$ cat config.mk
export PLATFORM = sky130hd
export DESIGN_NAME = dtt_timers
export DESIGN_NICKNAME = d
export VERILOG_FILES = /design/src/common/dtt_pkg.sv /design/src/rtl/dtt_timers.sv
export SDC_FILE = /design/constraint.sdc
export NUM_CORES = 1
export LEC_CHECK = 0
export ABC_AREA = 0
export BUFFER_PORTS_ARGS = -buffer_cell sky130_fd_sc_hd__clkbuf_2
export CAP_MARGIN = 10
export CORE_ASPECT_RATIO = 0.7
export CORE_MARGIN = 1
export CORE_UTILIZATION = 49
export CTS_CLUSTER_DIAMETER = 150
export DETAILED_ROUTE_END_ITERATION = 6
export GPL_TIMING_DRIVEN = 0
export PLACE_DENSITY_LB_ADDON = 0.12
export SLEW_MARGIN = 15
export SYNTH_ARGS = -nofsm -noshare
export SYNTH_HDL_FRONTEND = slang
export SYNTH_SLANG_ARGS = --single-unit
$ cat constraint.sdc
create_clock -name core_clk_i -period 3.1 [get_ports core_clk_i]
set_input_delay 0.31 -clock core_clk_i [delete_from_list [all_inputs] [get_ports core_clk_i]]
set_output_delay 0.31 -clock core_clk_i [all_outputs]
set_load 0.1 [all_outputs]
$ cat src/common/dtt_pkg.sv
package dtt_pkg;
  // register map, timer index 0 is the second timer, 1 the third
  localparam logic [7:0] ADDR_SEC_CTRL = 8'h14;
  localparam logic [7:0] ADDR_SEC_RLD_HI = 8'h15;
  localparam logic [7:0] ADDR_SEC_RLD_LO = 8'h16;
  localparam logic [7:0] ADDR_SEC_CNT_HI = 8'h17;
  localparam logic [7:0] ADDR_SEC_CNT_LO = 8'h18;
  localparam logic [7:0] ADDR_THD_CTRL = 8'h19;
  localparam logic [7:0] ADDR_THD_RLD_HI = 8'h1a;
  localparam logic [7:0] ADDR_THD_RLD_LO = 8'h1b;
  localparam logic [7:0] ADDR_THD_CNT_HI = 8'h1c;
  localparam logic [7:0] ADDR_THD_CNT_LO = 8'h1d;
  localparam logic [7:0] ADDR_IRQ_STAT = 8'h20;
  localparam logic [7:0] ADDR_IRQ_MASK = 8'h21;
  localparam logic [7:0] ADDR_CMD = 8'h22;
  localparam logic [1:0][7:0] ADDR_CTRL = {ADDR_THD_CTRL, ADDR_SEC_CTRL};
  localparam logic [1:0][7:0] ADDR_RLD_HI = {ADDR_THD_RLD_HI, ADDR_SEC_RLD_HI};
  localparam logic [1:0][7:0] ADDR_RLD_LO = {ADDR_THD_RLD_LO, ADDR_SEC_RLD_LO};
  localparam logic [1:0][7:0] ADDR_CNT_HI = {ADDR_THD_CNT_HI, ADDR_SEC_CNT_HI};
  localparam logic [1:0][7:0] ADDR_CNT_LO = {ADDR_THD_CNT_LO, ADDR_SEC_CNT_LO};
  // control field positions
  localparam int CTRL_STOP_RX_BIT = 7;
  localparam int CTRL_START_LSB = 4;
  localparam int CTRL_AUTO_BIT = 3;
  localparam int CTRL_CLK_LSB = 0;
  localparam logic [7:0] CTRL_WR_MASK = 8'hbb;
  // command register bits: start at 0..1, stop at 2..3
  localparam int CMD_STOP_LSB = 2;
  // divider rates in kHz, core clock period 4 ns
  localparam int ACC_W = 18;
  localparam logic [ACC_W:0] CORE_CLK_KHZ = 19'd250000;
  localparam logic [ACC_W:0] FAST_CLK_KHZ = 19'd13560;
  localparam logic [ACC_W:0] SLOW_CLK_KHZ = 19'd212;

  typedef enum logic [1:0] {
    START_NONE = 2'b00,
    START_TX_END = 2'b01,
    START_TRIM_NO_UF = 2'b10,
    START_TRIM_UF = 2'b11
  } dtt_start_type;

  typedef enum logic [1:0] {
    CLK_FAST = 2'b00,
    CLK_SLOW = 2'b01,
    CLK_FIRST_UF = 2'b10,
    CLK_OTHER_UF = 2'b11
  } dtt_clk_type;

  typedef enum logic {
    TMR_IDLE = 1'b0,
    TMR_COUNTING = 1'b1
  } dtt_run_type;

  typedef struct packed {
    logic [7:0] addr;
    logic [7:0] wdata;
    logic wr;
    logic rd;
  } dtt_bus_type;

  typedef struct packed {
    logic [7:0] ctrl;
    logic [15:0] reload;
    logic [15:0] count;
    dtt_run_type run;
    logic uflow;
  } dtt_timer_type;

  typedef struct packed {
    dtt_timer_type [1:0] tmr;
    logic [ACC_W-1:0] acc_fast;
    logic [ACC_W-1:0] acc_slow;
    logic tick_fast;
    logic tick_slow;
    logic [1:0] lfo_sync;
    logic lfo_prev;
    logic [1:0] status;
    logic [1:0] mask;
    logic [7:0] rdata;
    logic irq;
  } dtt_state_type;

  localparam dtt_state_type ST_RESET = '0;
endpackage

$ cat src/rtl/dtt_timers.sv
`timescale 1ns/100ps
// Notes on behaviour
// - second timer low reload byte is read/write at 16h.
// - reload writes never touch a running count; used at next start.
// - third timer high reload byte read/write; full value loaded on start.
// - second timer count high byte readable at 17h.
// - second timer count low byte readable at 18h.
// - stop-on-reception bit stops third timer after first four received bits.
// - stop-on-reception ignored in both trimming start modes.
// - start field bits 5:4; 00 no auto start, 01 start on transmit end.
// - 10 trim without underflow, 11 trim with underflow, rising edge start/stop.
// - auto-restart bit 3 reloads and restarts at zero.
// - without auto-restart the timer stops at zero.
// - third timer underflow sets its interrupt flag.
// - clock field bits 1:0; 00 13.56 MHz, 01 212 kHz.
// - third timer clock 10 first timer underflow, 11 second timer underflow.
// - second timer loads sixteen-bit reload value on start.
// - second timer clock 11 third underflow, 10 first underflow.
module dtt_timers
  import dtt_pkg::*;
(
  input wire logic core_clk_i,
  input wire logic rst_i,
  input wire dtt_bus_type bus_i,
  input wire logic tx_end_i,
  input wire logic rx_first4_i,
  input wire logic first_timer_uflow_i,
  input wire logic lfo_i,
  output logic [7:0] rdata_o,
  output logic irq_o,
  output logic sec_uflow_o,
  output logic thd_uflow_o
);

  dtt_state_type st_reg;
  dtt_state_type st_next;
  logic [1:0] start_v;
  logic [1:0] tick_v;
  logic [1:0] trim_v;
  logic lfo_rise;
  logic [ACC_W:0] fast_sum;
  logic [ACC_W:0] slow_sum;

  // pick the count enable from the clock field
  function automatic logic tick_sel(input logic [1:0] sel, input logic fast,
                                    input logic slow, input logic first_uf,
                                    input logic other_uf);
    logic t;
    t = 1'b0;
    case (dtt_clk_type'(sel))
      CLK_FAST: t = fast;
      CLK_SLOW: t = slow;
      CLK_FIRST_UF: t = first_uf;
      CLK_OTHER_UF: t = other_uf;
      default: t = 1'b0;
    endcase
    return t;
  endfunction

  // whole next-state computation
  always_comb begin
    dtt_timer_type t;
    dtt_start_type ssel;
    logic stop_any;
    t = '0;
    ssel = START_NONE;
    stop_any = 1'b0;
    st_next = st_reg;
    start_v = 2'b00;
    tick_v = 2'b00;
    trim_v = 2'b00;

    // fractional dividers for the two fixed rates
    fast_sum = {1'b0, st_reg.acc_fast} + FAST_CLK_KHZ;
    slow_sum = {1'b0, st_reg.acc_slow} + SLOW_CLK_KHZ;
    st_next.tick_fast = (fast_sum >= CORE_CLK_KHZ);
    st_next.tick_slow = (slow_sum >= CORE_CLK_KHZ);
    if (st_next.tick_fast) begin
      fast_sum = fast_sum - CORE_CLK_KHZ;
    end
    if (st_next.tick_slow) begin
      slow_sum = slow_sum - CORE_CLK_KHZ;
    end
    st_next.acc_fast = fast_sum[ACC_W-1:0];
    st_next.acc_slow = slow_sum[ACC_W-1:0];

    // oscillator input crosses in through two flops
    st_next.lfo_sync = {st_reg.lfo_sync[0], lfo_i};
    st_next.lfo_prev = st_reg.lfo_sync[1];
    lfo_rise = st_reg.lfo_sync[1] & ~st_reg.lfo_prev;

    // per-timer control, start/stop and countdown
    for (int i = 0; i < 2; i++) begin
      t = st_reg.tmr[i];
      ssel = dtt_start_type'(t.ctrl[CTRL_START_LSB +: 2]);
      st_next.tmr[i].uflow = 1'b0;
      trim_v[i] = (ssel == START_TRIM_NO_UF) || (ssel == START_TRIM_UF);
      // underflow of the sibling timer as clock
      tick_v[i] = tick_sel(t.ctrl[CTRL_CLK_LSB +: 2], st_reg.tick_fast,
                           st_reg.tick_slow, first_timer_uflow_i,
                           st_reg.tmr[1-i].uflow);
      start_v[i] = ((ssel == START_TX_END) && tx_end_i) ||
                   (bus_i.wr && (bus_i.addr == ADDR_CMD) && bus_i.wdata[i]) ||
                   (trim_v[i] && lfo_rise && (t.run == TMR_IDLE));
      // stop on reception only outside trimming
      stop_any = (t.ctrl[CTRL_STOP_RX_BIT] && !trim_v[i] && rx_first4_i) ||
                 (trim_v[i] && lfo_rise && (t.run == TMR_COUNTING)) ||
                 (bus_i.wr && (bus_i.addr == ADDR_CMD) &&
                  bus_i.wdata[CMD_STOP_LSB + i]);
      if (start_v[i]) begin
        // load the full reload value held before this cycle
        st_next.tmr[i].count = t.reload;
        st_next.tmr[i].run = TMR_COUNTING;
      end else if (stop_any) begin
        st_next.tmr[i].run = TMR_IDLE;
      end else if ((t.run == TMR_COUNTING) && tick_v[i]) begin
        if (t.count != 16'h0000) begin
          st_next.tmr[i].count = t.count - 16'h0001;
        end else if (ssel != START_TRIM_NO_UF) begin
          st_next.tmr[i].uflow = 1'b1;
          if (t.ctrl[CTRL_AUTO_BIT]) begin
            st_next.tmr[i].count = t.reload;
          end else begin
            st_next.tmr[i].run = TMR_IDLE;
          end
        end
      end
      if (bus_i.wr && (bus_i.addr == ADDR_CTRL[i])) begin
        st_next.tmr[i].ctrl = bus_i.wdata & CTRL_WR_MASK;
      end
      // reload bytes only, never the count
      if (bus_i.wr && (bus_i.addr == ADDR_RLD_HI[i])) begin
        st_next.tmr[i].reload[15:8] = bus_i.wdata;
      end
      if (bus_i.wr && (bus_i.addr == ADDR_RLD_LO[i])) begin
        st_next.tmr[i].reload[7:0] = bus_i.wdata;
      end
    end

    // sticky flags, write one clears, a new event wins
    st_next.status = st_reg.status;
    if (bus_i.wr && (bus_i.addr == ADDR_IRQ_STAT)) begin
      st_next.status = st_reg.status & ~bus_i.wdata[1:0];
    end
    st_next.status = st_next.status |
                     {st_next.tmr[1].uflow, st_next.tmr[0].uflow};
    if (bus_i.wr && (bus_i.addr == ADDR_IRQ_MASK)) begin
      st_next.mask = bus_i.wdata[1:0];
    end
    st_next.irq = |(st_next.status & st_next.mask);

    // read data valid only the cycle after the strobe
    st_next.rdata = 8'h00;
    if (bus_i.rd) begin
      if (bus_i.addr == ADDR_SEC_CTRL) begin
        st_next.rdata = st_reg.tmr[0].ctrl;
      end else if (bus_i.addr == ADDR_SEC_RLD_HI) begin
        st_next.rdata = st_reg.tmr[0].reload[15:8];
      end else if (bus_i.addr == ADDR_SEC_RLD_LO) begin
        st_next.rdata = st_reg.tmr[0].reload[7:0];
      end else if (bus_i.addr == ADDR_SEC_CNT_HI) begin
        st_next.rdata = st_reg.tmr[0].count[15:8];
      end else if (bus_i.addr == ADDR_SEC_CNT_LO) begin
        st_next.rdata = st_reg.tmr[0].count[7:0];
      end else if (bus_i.addr == ADDR_THD_CTRL) begin
        st_next.rdata = st_reg.tmr[1].ctrl;
      end else if (bus_i.addr == ADDR_THD_RLD_HI) begin
        st_next.rdata = st_reg.tmr[1].reload[15:8];
      end else if (bus_i.addr == ADDR_THD_RLD_LO) begin
        st_next.rdata = st_reg.tmr[1].reload[7:0];
      end else if (bus_i.addr == ADDR_THD_CNT_HI) begin
        st_next.rdata = st_reg.tmr[1].count[15:8];
      end else if (bus_i.addr == ADDR_THD_CNT_LO) begin
        st_next.rdata = st_reg.tmr[1].count[7:0];
      end else if (bus_i.addr == ADDR_IRQ_STAT) begin
        st_next.rdata = {6'h00, st_reg.status};
      end else if (bus_i.addr == ADDR_IRQ_MASK) begin
        st_next.rdata = {6'h00, st_reg.mask};
      end else begin
        st_next.rdata = 8'h00; // unmapped and command read zero
      end
    end
  end

  // single state register
  always_ff @(posedge core_clk_i) begin
    if (rst_i) begin
      st_reg <= ST_RESET;
    end else begin
      st_reg <= st_next;
    end
  end

  // outputs straight from the state flops
  assign rdata_o = st_reg.rdata;
  assign irq_o = st_reg.irq;
  assign sec_uflow_o = st_reg.tmr[0].uflow;
  assign thd_uflow_o = st_reg.tmr[1].uflow;
endmodule

Word level (Yosys, flattened, before mapping)

Cells that the tools add are included.

Memory bits (read-only): 0
Input bits: 24
Memory bits (writable): 0
Register bits: 134
Output and inout bits: 11
Latch bits: 0
Memories: 0

$add $sub $neg: 6
$lt $le $gt $ge: 2
Multiplexer cells: 40
Multiply operators: 0
Equal/unequal tests: 33
Bitwise operators: 9
Reductions and logical operators: 60
Div/mod/pow operators: 0
Shift operators: 0

Operator list:

| kind                                                                    | number |
|---|---|
| 18-bit two-way mux                                                      | 6 |
| 16-bit two-way mux                                                      | 6 |
| 8-bit by 5-bit equality test with 1-bit output, second input constant   | 10 |
| 8-bit two-way mux                                                       | 10 |
| 19-bit by 18-bit >= comparator with 1-bit output, second input constant | 2 |
| 18-bit subtractor, second input constant                                | 2 |
| 17-bit two-way mux                                                      | 2 |
| 16-bit nonzero test                                                     | 2 |
| 16-bit by 1-bit subtractor with 16-bit output, second input constant    | 2 |
| 1-bit logical AND                                                       | 27 |
| 8-bit by 6-bit equality test with 1-bit output, second input constant   | 3 |
| 3-bit nonzero test                                                      | 8 |
| 18-bit by 14-bit adder with 19-bit output, second input constant        | 1 |
| 18-bit by 8-bit adder with 19-bit output, second input constant         | 1 |
| 2-bit equality test, second input constant                              | 8 |
| 4-bit AND reduction                                                     | 4 |
| 2-bit two-way mux                                                       | 6 |
| 1-bit logical OR                                                        | 10 |
| 2-bit by 1-bit equality test with 1-bit output, second input constant   | 4 |
| 1-bit two-way mux                                                       | 8 |
| 2-bit inequality test, second input constant                            | 4 |
| 1-bit case mux with 4 select lines                                      | 2 |
| 3-bit by 1-bit inequality test with 1-bit output, second input constant | 2 |
| 3-bit inequality test, second input constant                            | 2 |
| other kinds (10)                                                        | 18 |

Depth between registers and ports, before layout

Gate-level depths: netlist of the first run.

Depth in word-level cells: 13
Depth in mapped cells: 11

Worst setup path before layout of the first run

No wires, ideal clock.

Path type: register to register
Start point: reg st_reg (netlist bit thd_uflow_o)
End point: reg st_reg[59] in the netlist's numbering
Arrival: 2746 ps
Required time: 3030 ps
Setup slack: 283 ps
Library setup time: 70 ps
Cell stages (with the launch flop): 11
Buffers on the path: 3
Path through: dfxtp_1 mux4_2 inv_1 a211o_1 buf_6 or3_1 buf_4 buf_6 o211ai_1 o21ai_0 a21oi_1

Word-level cells in the longest chain between the ends: 4

RTL lines:

| item                               | line              | source |
|---|---|---|
| start, declared                    | dtt_timers.sv:35  | `dtt_state_type st_reg;` |
| start signal, assigned             | dtt_timers.sv:190 | `st_reg <= st_next;` |
| 1-bit case mux with 4 select lines | dtt_timers.sv:50  | `case (dtt_clk_type'(sel))` |
| 1-bit logical AND                  | dtt_timers.sv:116 | `end else if ((t.run == TMR_COUNTING) && tick_v[i]) begin` |
| 2-bit nonzero test (no line)       | n/a               |  |
| 4-bit AND reduction (no line)      | n/a               |  |

Every way passes these cells.
A chain may end at the register's enable or synchronous reset.

Final worst setup path of the first run

Start point: reg st_reg[39] in the netlist's numbering
End point: reg st_reg[46] in the netlist's numbering

Word-level cells in the longest chain between the ends: 3
Elaborated cells on any way between the ends: 4
Classes of those cells: add/sub: 2; order compare: 1; mux: 1

RTL lines:

| item                                                                                  | line                               | source |
|---|---|---|
| 18-bit by 14-bit adder with 19-bit output (*)                                         | dtt_timers.sv:74                   | `fast_sum = {1'b0, st_reg.acc_fast} + FAST_CLK_KHZ;` |
| 18-bit subtractor or 19-bit by 18-bit >= comparator with 1-bit output (tied branches) | dtt_timers.sv:79, dtt_timers.sv:76 |  |
| 18-bit two-way mux (*)                                                                | dtt_timers.sv:78                   | `if (st_next.tick_fast) begin` |

Every way passes the cells marked *; elsewhere a longest branch is shown, timed or not.

==> qor.yml, run 1 <==
gp_congestion: 0.975
pre_cts_ws_ns: -0.0481
worstSkewPairLatency_ns: 0.43
synth_top_family_by_area: "simple AND/OR/NAND/NOR gates"
synth-xor-area-share_pct: 3.95
fin_crit_sh_pct: 94.9
start_kind: "register"
synth_nets: 992
synth_edf_count: 0
wl_mm: 25.3
required_ns: 3.45
syn_area_sq_um: 7760
synthArstFlopShare_pct: 0
drt_pass1_iterations: 7
worstMarginPinSlew_ns: 1.09
synth_fa_ha_area_share_pct: 1.77
synthCells: 957
grtUsageTotal_pct: 31.8
syn2layout_area_growth_pct: 14.6
viasPerCell: 6.25
max_cap_viol_count: 0
synth_most_common_cell: "dfxtp_1"
ys_warn_count: 0
post-place-cells: 1187
vdd_ir_drop_max_v: 0.000334
synth_top_flop_cell: "dfxtp_1"
cts.sinks: 129
synth-compound-area-share_pct: 22.6
synth.avg_cell_area_sq_um: 8.11
status: "completed"
cts_max_level: 4
synth_mux_area_share_pct: 9.07
synth_top_area_share_pct: 33.3
drive_gt1_share_pct: 13.9
fin_crit_ns: 2.94
synth-seq-cells: 129
path_clk_slew_ns: 0.06
grt_pass1_vias: 6680
ios: 35
portBuffers: 30
ctsLongestPathBuffers: 2
rsz0062_at_grt: "false"
tritoncts: "yes"
start_util_pct: 50.1
critPathArrivalTime_ns: 3.29
synth-simple-area-share_pct: 24.7
crit_path_end_kind: "register"
synthTopCellsByCount: "dfxtp_1, nor2_1, a21oi_1, nand2_1, mux2i_1"
std_cell_rows: 38
yosysTopAreaCell: "dfxtp_1"
via_count: 7658
hold_viol_final: 0
slew_headroom_pct: 27.2
final-setup-viol-count: 0
grt_pass1_wl_mm: 39.3
antenna_found_initial: 0
n_antenna_cell: 0
final_antenna_net_count: 0
fin_cells: 1225
grt_overflow_total: 0
worstSetupPathType: "register to register"
dieWidth_microns: 152
fmax_ghz: 0.340
final_core_util_pct: 57.4
grt_start_max_net_pins: 17
total_power_w: 0.00498
die_h_microns: 107
fp.dieArea_sq_um: 16400
cts_buffers: 17
drt_iter0_drc: 823
fin_skew_ns: 0.00700
nets: 1048
synth_area_leaders: "dfxtp_1, mux2i_1, nor2_1, a21oi_1, nand2_1"
ys_types: 83
drc: 0
wire_per_inst_microns: 20.7
core_area_sq_um: 15500
final-max-slew-violation-count: 0
ctsHoldBuffers: 0
hold_path.class: "input port to register"
p_per_area_nw_per_um2: 559
cts_root_buf: "clkbuf_16"
critPathMaxFanout: 9
power_leakage_nw: 3.36
ys_seq_area_share_pct: 33.3
fin_ws_ns: 0.157
hpwl_mm: 18.3
largest_reg_flops: 116
==> critical path, cell delays in order, from the launching register on <==
cell	delay (ns)
dfxtp_2	0.36
inv_1	0.07
ha_1	0.13
clkbuf_4	0.18
or4b_4	0.51
a31oi_4	0.25
xnor2_2	0.16
nand4_1	0.20
o221ai_4	0.34
o21ai_4	0.15
or3_1	0.38
a21oi_1	0.14
==> what timing repair did <==
action,4_1_cts,5_1_grt
pin swaps,0,7
buffers inserted,0,6
setup endpoints to repair,3,19
gates cloned,0,1
gates resized for setup,1,10
==> layout make-up <==
type                            count  area [sq um]
Buffer                             58           294
Clock buffer                       21           440
Clock inverter                     10           184
Fill cell                        1461          6600
Inverter                           19          71.3
Multi-Input combinational cell    752          4880
Sequential cell                   129          2580
Tap cell                          200           250
Timing Repair Buffer               36           195
==> cells in the final DEF (no fill, tap or decap), types with 10 or more instances in the layout <==
cell type,instances
dfxtp_1,127
nor2_1,122
a21oi_1,88
nand2_1,78
mux2i_1,58
o21ai_0,44
nor3_1,37
clkbuf_1,33
clkbuf_2,30
nand3_1,28
xnor2_1,24
inv_1,18
clkbuf_16,17
or3_1,16
buf_4,16
nor2b_1,14
nand2b_1,12
nand4_1,11
ha_1,11
buf_2,10
and3_1,10
==> per-layer routing <==
layer  GRT usage (%)  wire length (microns)  up-vias  part of all wire (%)
met5               0                      0        -                     0
li1                -                      -     3598                     -
met4            7.00                    329        0                   1.3
met3            7.85                   2590       32                    10
met1            47.9                  12300     3660                    49
met2            44.8                  10100      368                    40
==> kinds of logic (layout without fill, tap and decap cells) <==
group | count (synthesis) | after routing
and+or+nand+nor | 382 | 382
AOI/OAI and AO/OA | 257 | 258
DFF | 129 | 129
buffers and inverters | 77 | 144
muxes | 66 | 66
xor gates and xnor gates | 35 | 35
adders and majority gates | 11 | 11
==> report_power, final <==
group          leakage [nW]  total (W)  switching, W  internal (W)
Clock                 0.298    0.00220      0.000776       0.00142
Sequential             1.05    0.00182     0.0000895       0.00173
Combinational          2.01   0.000960      0.000593      0.000368
==> worst paths after layout <==
kind | depth (start not counted) | slack (ns) | to | start
worst max-delay path | 11 | 0.16 | st_reg[46] | st_reg[39]
worst min-delay path | 2 | 0.1 | st_next[15] | lfo_i
worst max register to register | 11 | 0.16 | st_reg[46] | st_reg[39]
worst min register to register | 1 | 0.46 | st_next[13] | st_next[15]
==> through the flow <==
| step | hold slack [ns] | area (sq um) | setup TNS, ns |
|---|---|---|---|
| after floorplan | 0.391 | 7760 | 0 |
| final | 0.0981 | 8900 | 0 |
| after CTS | 0.0899 | 8800 | 0 |
| after global placement | 0.418 | 8170 | -0.101 |
| after detailed placement | 0.427 | 8170 | -0.0817 |
| after global routing | 0.0877 | 8900 | 0 |
No activity file was read; power rests on OpenSTA's default activity.
==> run 2: changes to the inputs <==
--- a/config.mk
+++ b/config.mk
@@ -8,9 +8,11 @@
 export ABC_AREA = 0
 export BUFFER_PORTS_ARGS = -buffer_cell sky130_fd_sc_hd__clkbuf_2
 export CAP_MARGIN = 10
+export CELL_PAD_IN_SITES_DETAIL_PLACEMENT = 1
+export CELL_PAD_IN_SITES_GLOBAL_PLACEMENT = 2
 export CORE_ASPECT_RATIO = 0.7
 export CORE_MARGIN = 1
-export CORE_UTILIZATION = 49
+export CORE_UTILIZATION = 38
 export CTS_CLUSTER_DIAMETER = 150
 export DETAILED_ROUTE_END_ITERATION = 6
 export GPL_TIMING_DRIVEN = 0
==> qor.yml, run 2 (synthesized netlist as in run 1, its figures left out) <==
syn2layout_area_growth_pct: 16.5
slowest_stage: "or4b_4"
portBuffers: 30
whs_ns: 0.136
hold_path.class: "input port to register"
cts.sinks: 129
critPathMaxFanout: 9
grt_start_max_net_pins: 17
rr_startpoint: "st_reg[39]"
ios: 35
largest_reg_flops: 116
viasPerCell: 5.86
fin_crit_ns: 2.97
multiInputGateArea_sq_um: 4880
final_core_util_pct: 45.4
pre_cts_ws_ns: -0.125
tritoncts: "yes"
crit_start: "st_reg[39]"
ctsLongestPathBuffers: 2
std_cell_rows: 43
cts_buffers: 17
crit_chain: "inv_1 > ha_1 > buf_4 > or4b_4 > a31oi_4 > o21ai_1 > xor2_2 > o221ai_4 > o21ai_4 > nor2b_1 > mux2_4"
critPathArrivalTime_ns: 3.29
cts_max_level: 4
nFillCells: 2405
final_cell_mix: "dfxtp_1, nor2_1, a21oi_1"
drt_pass1_iterations: 5
vdd_ir_drop_max_v: 0.000354
nets: 1055
drt_iter0_drc: 605
critPathBufInv: 2
crit_family: "compound AO/OA/AOI/OAI gates"
hold_viol_final: 0
path_clk_slew_ns: 0.07
regArea_sq_um: 2590
crit_path_end_kind: "register"
ctsHoldBuffers: 0
rsz0062_at_grt: "false"
slowest_delay_ns: 0.50
slew_headroom_pct: 17.9
start_util_pct: 39.0
cts_root_buf: "clkbuf_16"
dieWidth_microns: 173
final_antenna_net_count: 0
min_from: "lfo_i"
fin_skew_ns: 0.0125
core_area_sq_um: 19900
power_leakage_nw: 3.40
fin_ws_ns: 0.134
fp.dieArea_sq_um: 21000
wl_mm: 29.1
drive_gt1_share_pct: 15.2
grt_overflow_total: 0
p_per_area_nw_per_um2: 555
start_kind: "register"
die_h_microns: 122
grt_pass1_vias: 7297
grt_pass1_wl_mm: 44.7
worstSetupPathType: "register to register"
worstMarginPinSlew_ns: 1.23
hpwl_mm: 21.4
max_cap_viol_count: 0
required_ns: 3.43
wire_per_inst_microns: 22.3
gp_congestion: 0.897
fmax_ghz: 0.337
setup_tns_ns: 0
layout_commonest_cell: "dfxtp_1"
status: "completed"
total_power_w: 0.00502
grtUsageTotal_pct: 28.2
drc: 0
n_antenna_cell: 0
fin_crit_sh_pct: 95.7
via_count: 7634
final-setup-viol-count: 0
worstSkewPairLatency_ns: 0.43
final-max-slew-violation-count: 0
antenna_found_initial: 0
-- run 2: cell count changes in the layout (fill, tap and decap cells not counted), moves of 2 or more --
cell	delta
buf_4	+8
clkbuf_1	-4
dfxtp_1	-2
clkbuf_8	+2
dfxtp_2	+2
bufinv_16	-2
inv_6	+2
clkinv_2	-2
clkinv_4	+3
-- run 2: layout make-up --
class / instances / share of cell area [%]
Buffer: 58 / 3.25
Clock buffer: 19 / 5.01
Clock inverter: 13 / 1.95
Inverter: 19 / 0.788
Multi-Input combinational cell: 752 / 53.9
Sequential cell: 129 / 28.6
Tap cell: 270 / 3.73
Timing Repair Buffer: 43 / 2.74
-- run 2: metal layers --
metal,global-route usage (%),vias up,wire (microns)
met1,42.6,3764,15100
met5,0,-,0
met2,41.4,216,12000
li1,-,3617,-
met4,7.41,0,459
met3,4.34,37,1540
-- run 2: report_power, final --
part	switching, W	total, W	internal, W
Clock	0.000858	0.00218	0.00132
Sequential	0.0000882	0.00182	0.00173
Combinational	0.000626	0.00102	0.000399
-- run 2: worst reg2reg max path, cell delays in order (launching register included) --
cell	delay [ns]
dfxtp_2	0.36
inv_1	0.06
ha_1	0.13
buf_4	0.16
or4b_4	0.51
a31oi_4	0.25
o21ai_1	0.13
xor2_2	0.33
o221ai_4	0.21
o21ai_4	0.32
nor2b_1	0.10
mux2_4	0.30
-- run 2: worst paths after layout --
path            endpoint  slack, ns  depth (start not counted)
max           st_reg[48]       0.13                         11
min          st_next[15]       0.14                          2
min reg2reg  st_next[13]       0.47                          1
max reg2reg   st_reg[48]       0.13                         11
-- run 2: timing repair --
action	CTS	global route
gates resized for setup	3	12
endpoints found under the hold margin	0	0
setup buffers	3	10
endpoints found under the setup margin	9	17
gates cloned	1	0
pin swaps	4	10
-- run 2: metrics by stage --
step | instance area [sq um] | instances
global route | 9050 | 1303
finish | 9050 | 1303
CTS | 8930 | 1293
global placement | 8250 | 1257
floorplan | 7760 | 957
detailed placement | 8250 | 1257
==> run 3: changes to the inputs <==
--- a/config.mk
+++ b/config.mk
@@ -6,7 +6,7 @@
 export NUM_CORES = 1
 export LEC_CHECK = 0
 export ABC_AREA = 0
-export BUFFER_PORTS_ARGS = -buffer_cell sky130_fd_sc_hd__clkbuf_2
+export BUFFER_PORTS_ARGS = -buffer_cell sky130_fd_sc_hd__buf_2
 export CAP_MARGIN = 10
 export CELL_PAD_IN_SITES_DETAIL_PLACEMENT = 1
 export CELL_PAD_IN_SITES_GLOBAL_PLACEMENT = 2
==> qor.yml, run 3 (synthesized netlist as in run 1, its figures left out) <==
multiInputGateArea_sq_um: 4900
grt_busiest_layer: "met1"
power_leakage_nw: 3.42
nets: 1053
ctsLongestPathBuffers: 2
grt_pass1_wl_mm: 44.5
final-setup-viol-count: 0
required_ns: 3.42
hpwl_mm: 21.4
drc: 0
slowest_delay_ns: 0.50
hold_viol_final: 0
largest_reg_flops: 116
nFillCells: 2419
pre_cts_ws_ns: -0.152
ios: 35
worstSkewPairLatency_ns: 0.43
viasPerCell: 5.83
start_kind: "register"
cts_max_level: 4
final_core_util_pct: 45.7
reg2regPathDepth: 11
fin_skew_ns: 0.00655
path_clk_slew_ns: 0.07
worstSetupPathType: "register to register"
vdd_ir_drop_max_v: 0.000420
drive_gt1_share_pct: 15.0
setup_tns_ns: 0
fmax_ghz: 0.339
n_antenna_cell: 0
placed_area_sq_um: 8250
whs_ns: 0.144
grt_pass1_vias: 7285
slew_headroom_pct: 6.03
worstMarginPinSlew_ns: 1.41
grtUsageMet2_pct: 41.9
grt_use_met3_pct: 4.18
critPathMaxFanout: 9
tritoncts: "yes"
final_antenna_net_count: 0
endpoint: "st_reg[50]"
crit_path_end_kind: "register"
fin_crit_ns: 2.95
drt_iter0_drc: 630
grt_start_max_net_pins: 17
use_met1_pct: 42.5
critPathArrivalTime_ns: 3.28
drt_pass1_iterations: 5
wire_per_inst_microns: 22.2
layout_commonest_cell: "dfxtp_1"
gp_congestion: 0.897
via_count: 7584
start_util_pct: 39.0
fin_crit_sh_pct: 95.3
cts_root_buf: "clkbuf_16"
grt_overflow_total: 0
crit_chain: "inv_1 > ha_1 > buf_6 > or4b_4 > a31oi_4 > xnor2_2 > nand4_1 > o221ai_4 > o21ai_4 > a21oi_2 > mux2_4"
status: "completed"
cts.sinks: 129
regToRegSetupSlack_ns: 0.15
slowest_stage: "or4b_4"
hold_path.class: "input port to register"
rr_startpoint: "st_reg[39]"
std_cell_rows: 43
max_cap_viol_count: 0
final-max-slew-violation-count: 0
wl_mm: 28.9
stdcell_area_sq_um: 9100
syn2layout_area_growth_pct: 17.2
cts_buffers: 17
fin_ws_ns: 0.146
regArea_sq_um: 2590
grtUsageTotal_pct: 28.1
dieWidth_microns: 173
antenna_found_initial: 0
fp.dieArea_sq_um: 21000
final_cell_mix: "dfxtp_1, nor2_1, a21oi_1"
core_area_sq_um: 19900
die_h_microns: 122
portBuffers: 30
timing.rr.end: "st_reg[50]"
crit_start: "st_reg[39]"
p_per_area_nw_per_um2: 566
run 3: stage by stage:
stage          instances  total power, W
4_1_cts             1290         0.00511
5_1_grt             1301         0.00536
3_5_place_dp        1257         0.00276
2_1_floorplan        957         0.00251
6_report            1301         0.00515
3_3_place_gp        1257         0.00275
run 3: power breakdown:
| group | internal, W | switching, W |
|---|---|---|
| combinational | 0.000380 | 0.000627 |
| clock | 0.00146 | 0.000868 |
| sequential | 0.00173 | 0.0000900 |
| total | 0.00356 | 0.00158 |
run 3: cell type report:
cell class                 count  area share, %
tap                          270           3.71
clock inverter                15           2.70
buffer                        58           3.27
sequential                   129           28.4
timing repair buffer          41           2.56
multi-input combinational    752           53.9
inverter                      19          0.784
clock buffer                  17           4.68
run 3: critical path: cells and delay by family (launching register included):
family / cells / cell delay, ns
adders and majority gates: 1 / 0.16
AOI/OAI and AO/OA: 4 / 0.93
DFF: 1 / 0.36
buffers and inverters: 2 / 0.20
muxes: 1 / 0.31
and+or+nand+nor: 2 / 0.72
xor gates and xnor gates: 1 / 0.17
run 3: repair_timing:
item	in CTS	in global routing
resized for setup	4	15
cloned	0	1
pin swaps	0	8
setup buffers	1	10
endpoints found under the setup margin	10	21
hold buffers	0	0
run 3: worst min path at each step:
stage / from / endpoint / slack, ns / cells after the start
floorplan: rst_i / st_reg[12] / 0.39 / 1
global placement: st_next[15] / st_next[13] / 0.42 / 1
detailed placement: st_next[15] / st_next[13] / 0.46 / 1
CTS: lfo_i / st_next[15] / 0.13 / 2
global route: lfo_i / st_next[15] / 0.15 / 2
finish: lfo_i / st_next[15] / 0.14 / 2
run 3: per-layer routing:
layer	vias to the layer above	share of wire [%]
met5	-	0
met1	3782	52
met2	164	43
met3	14	4.3
li1	3624	-
met4	0	0.82
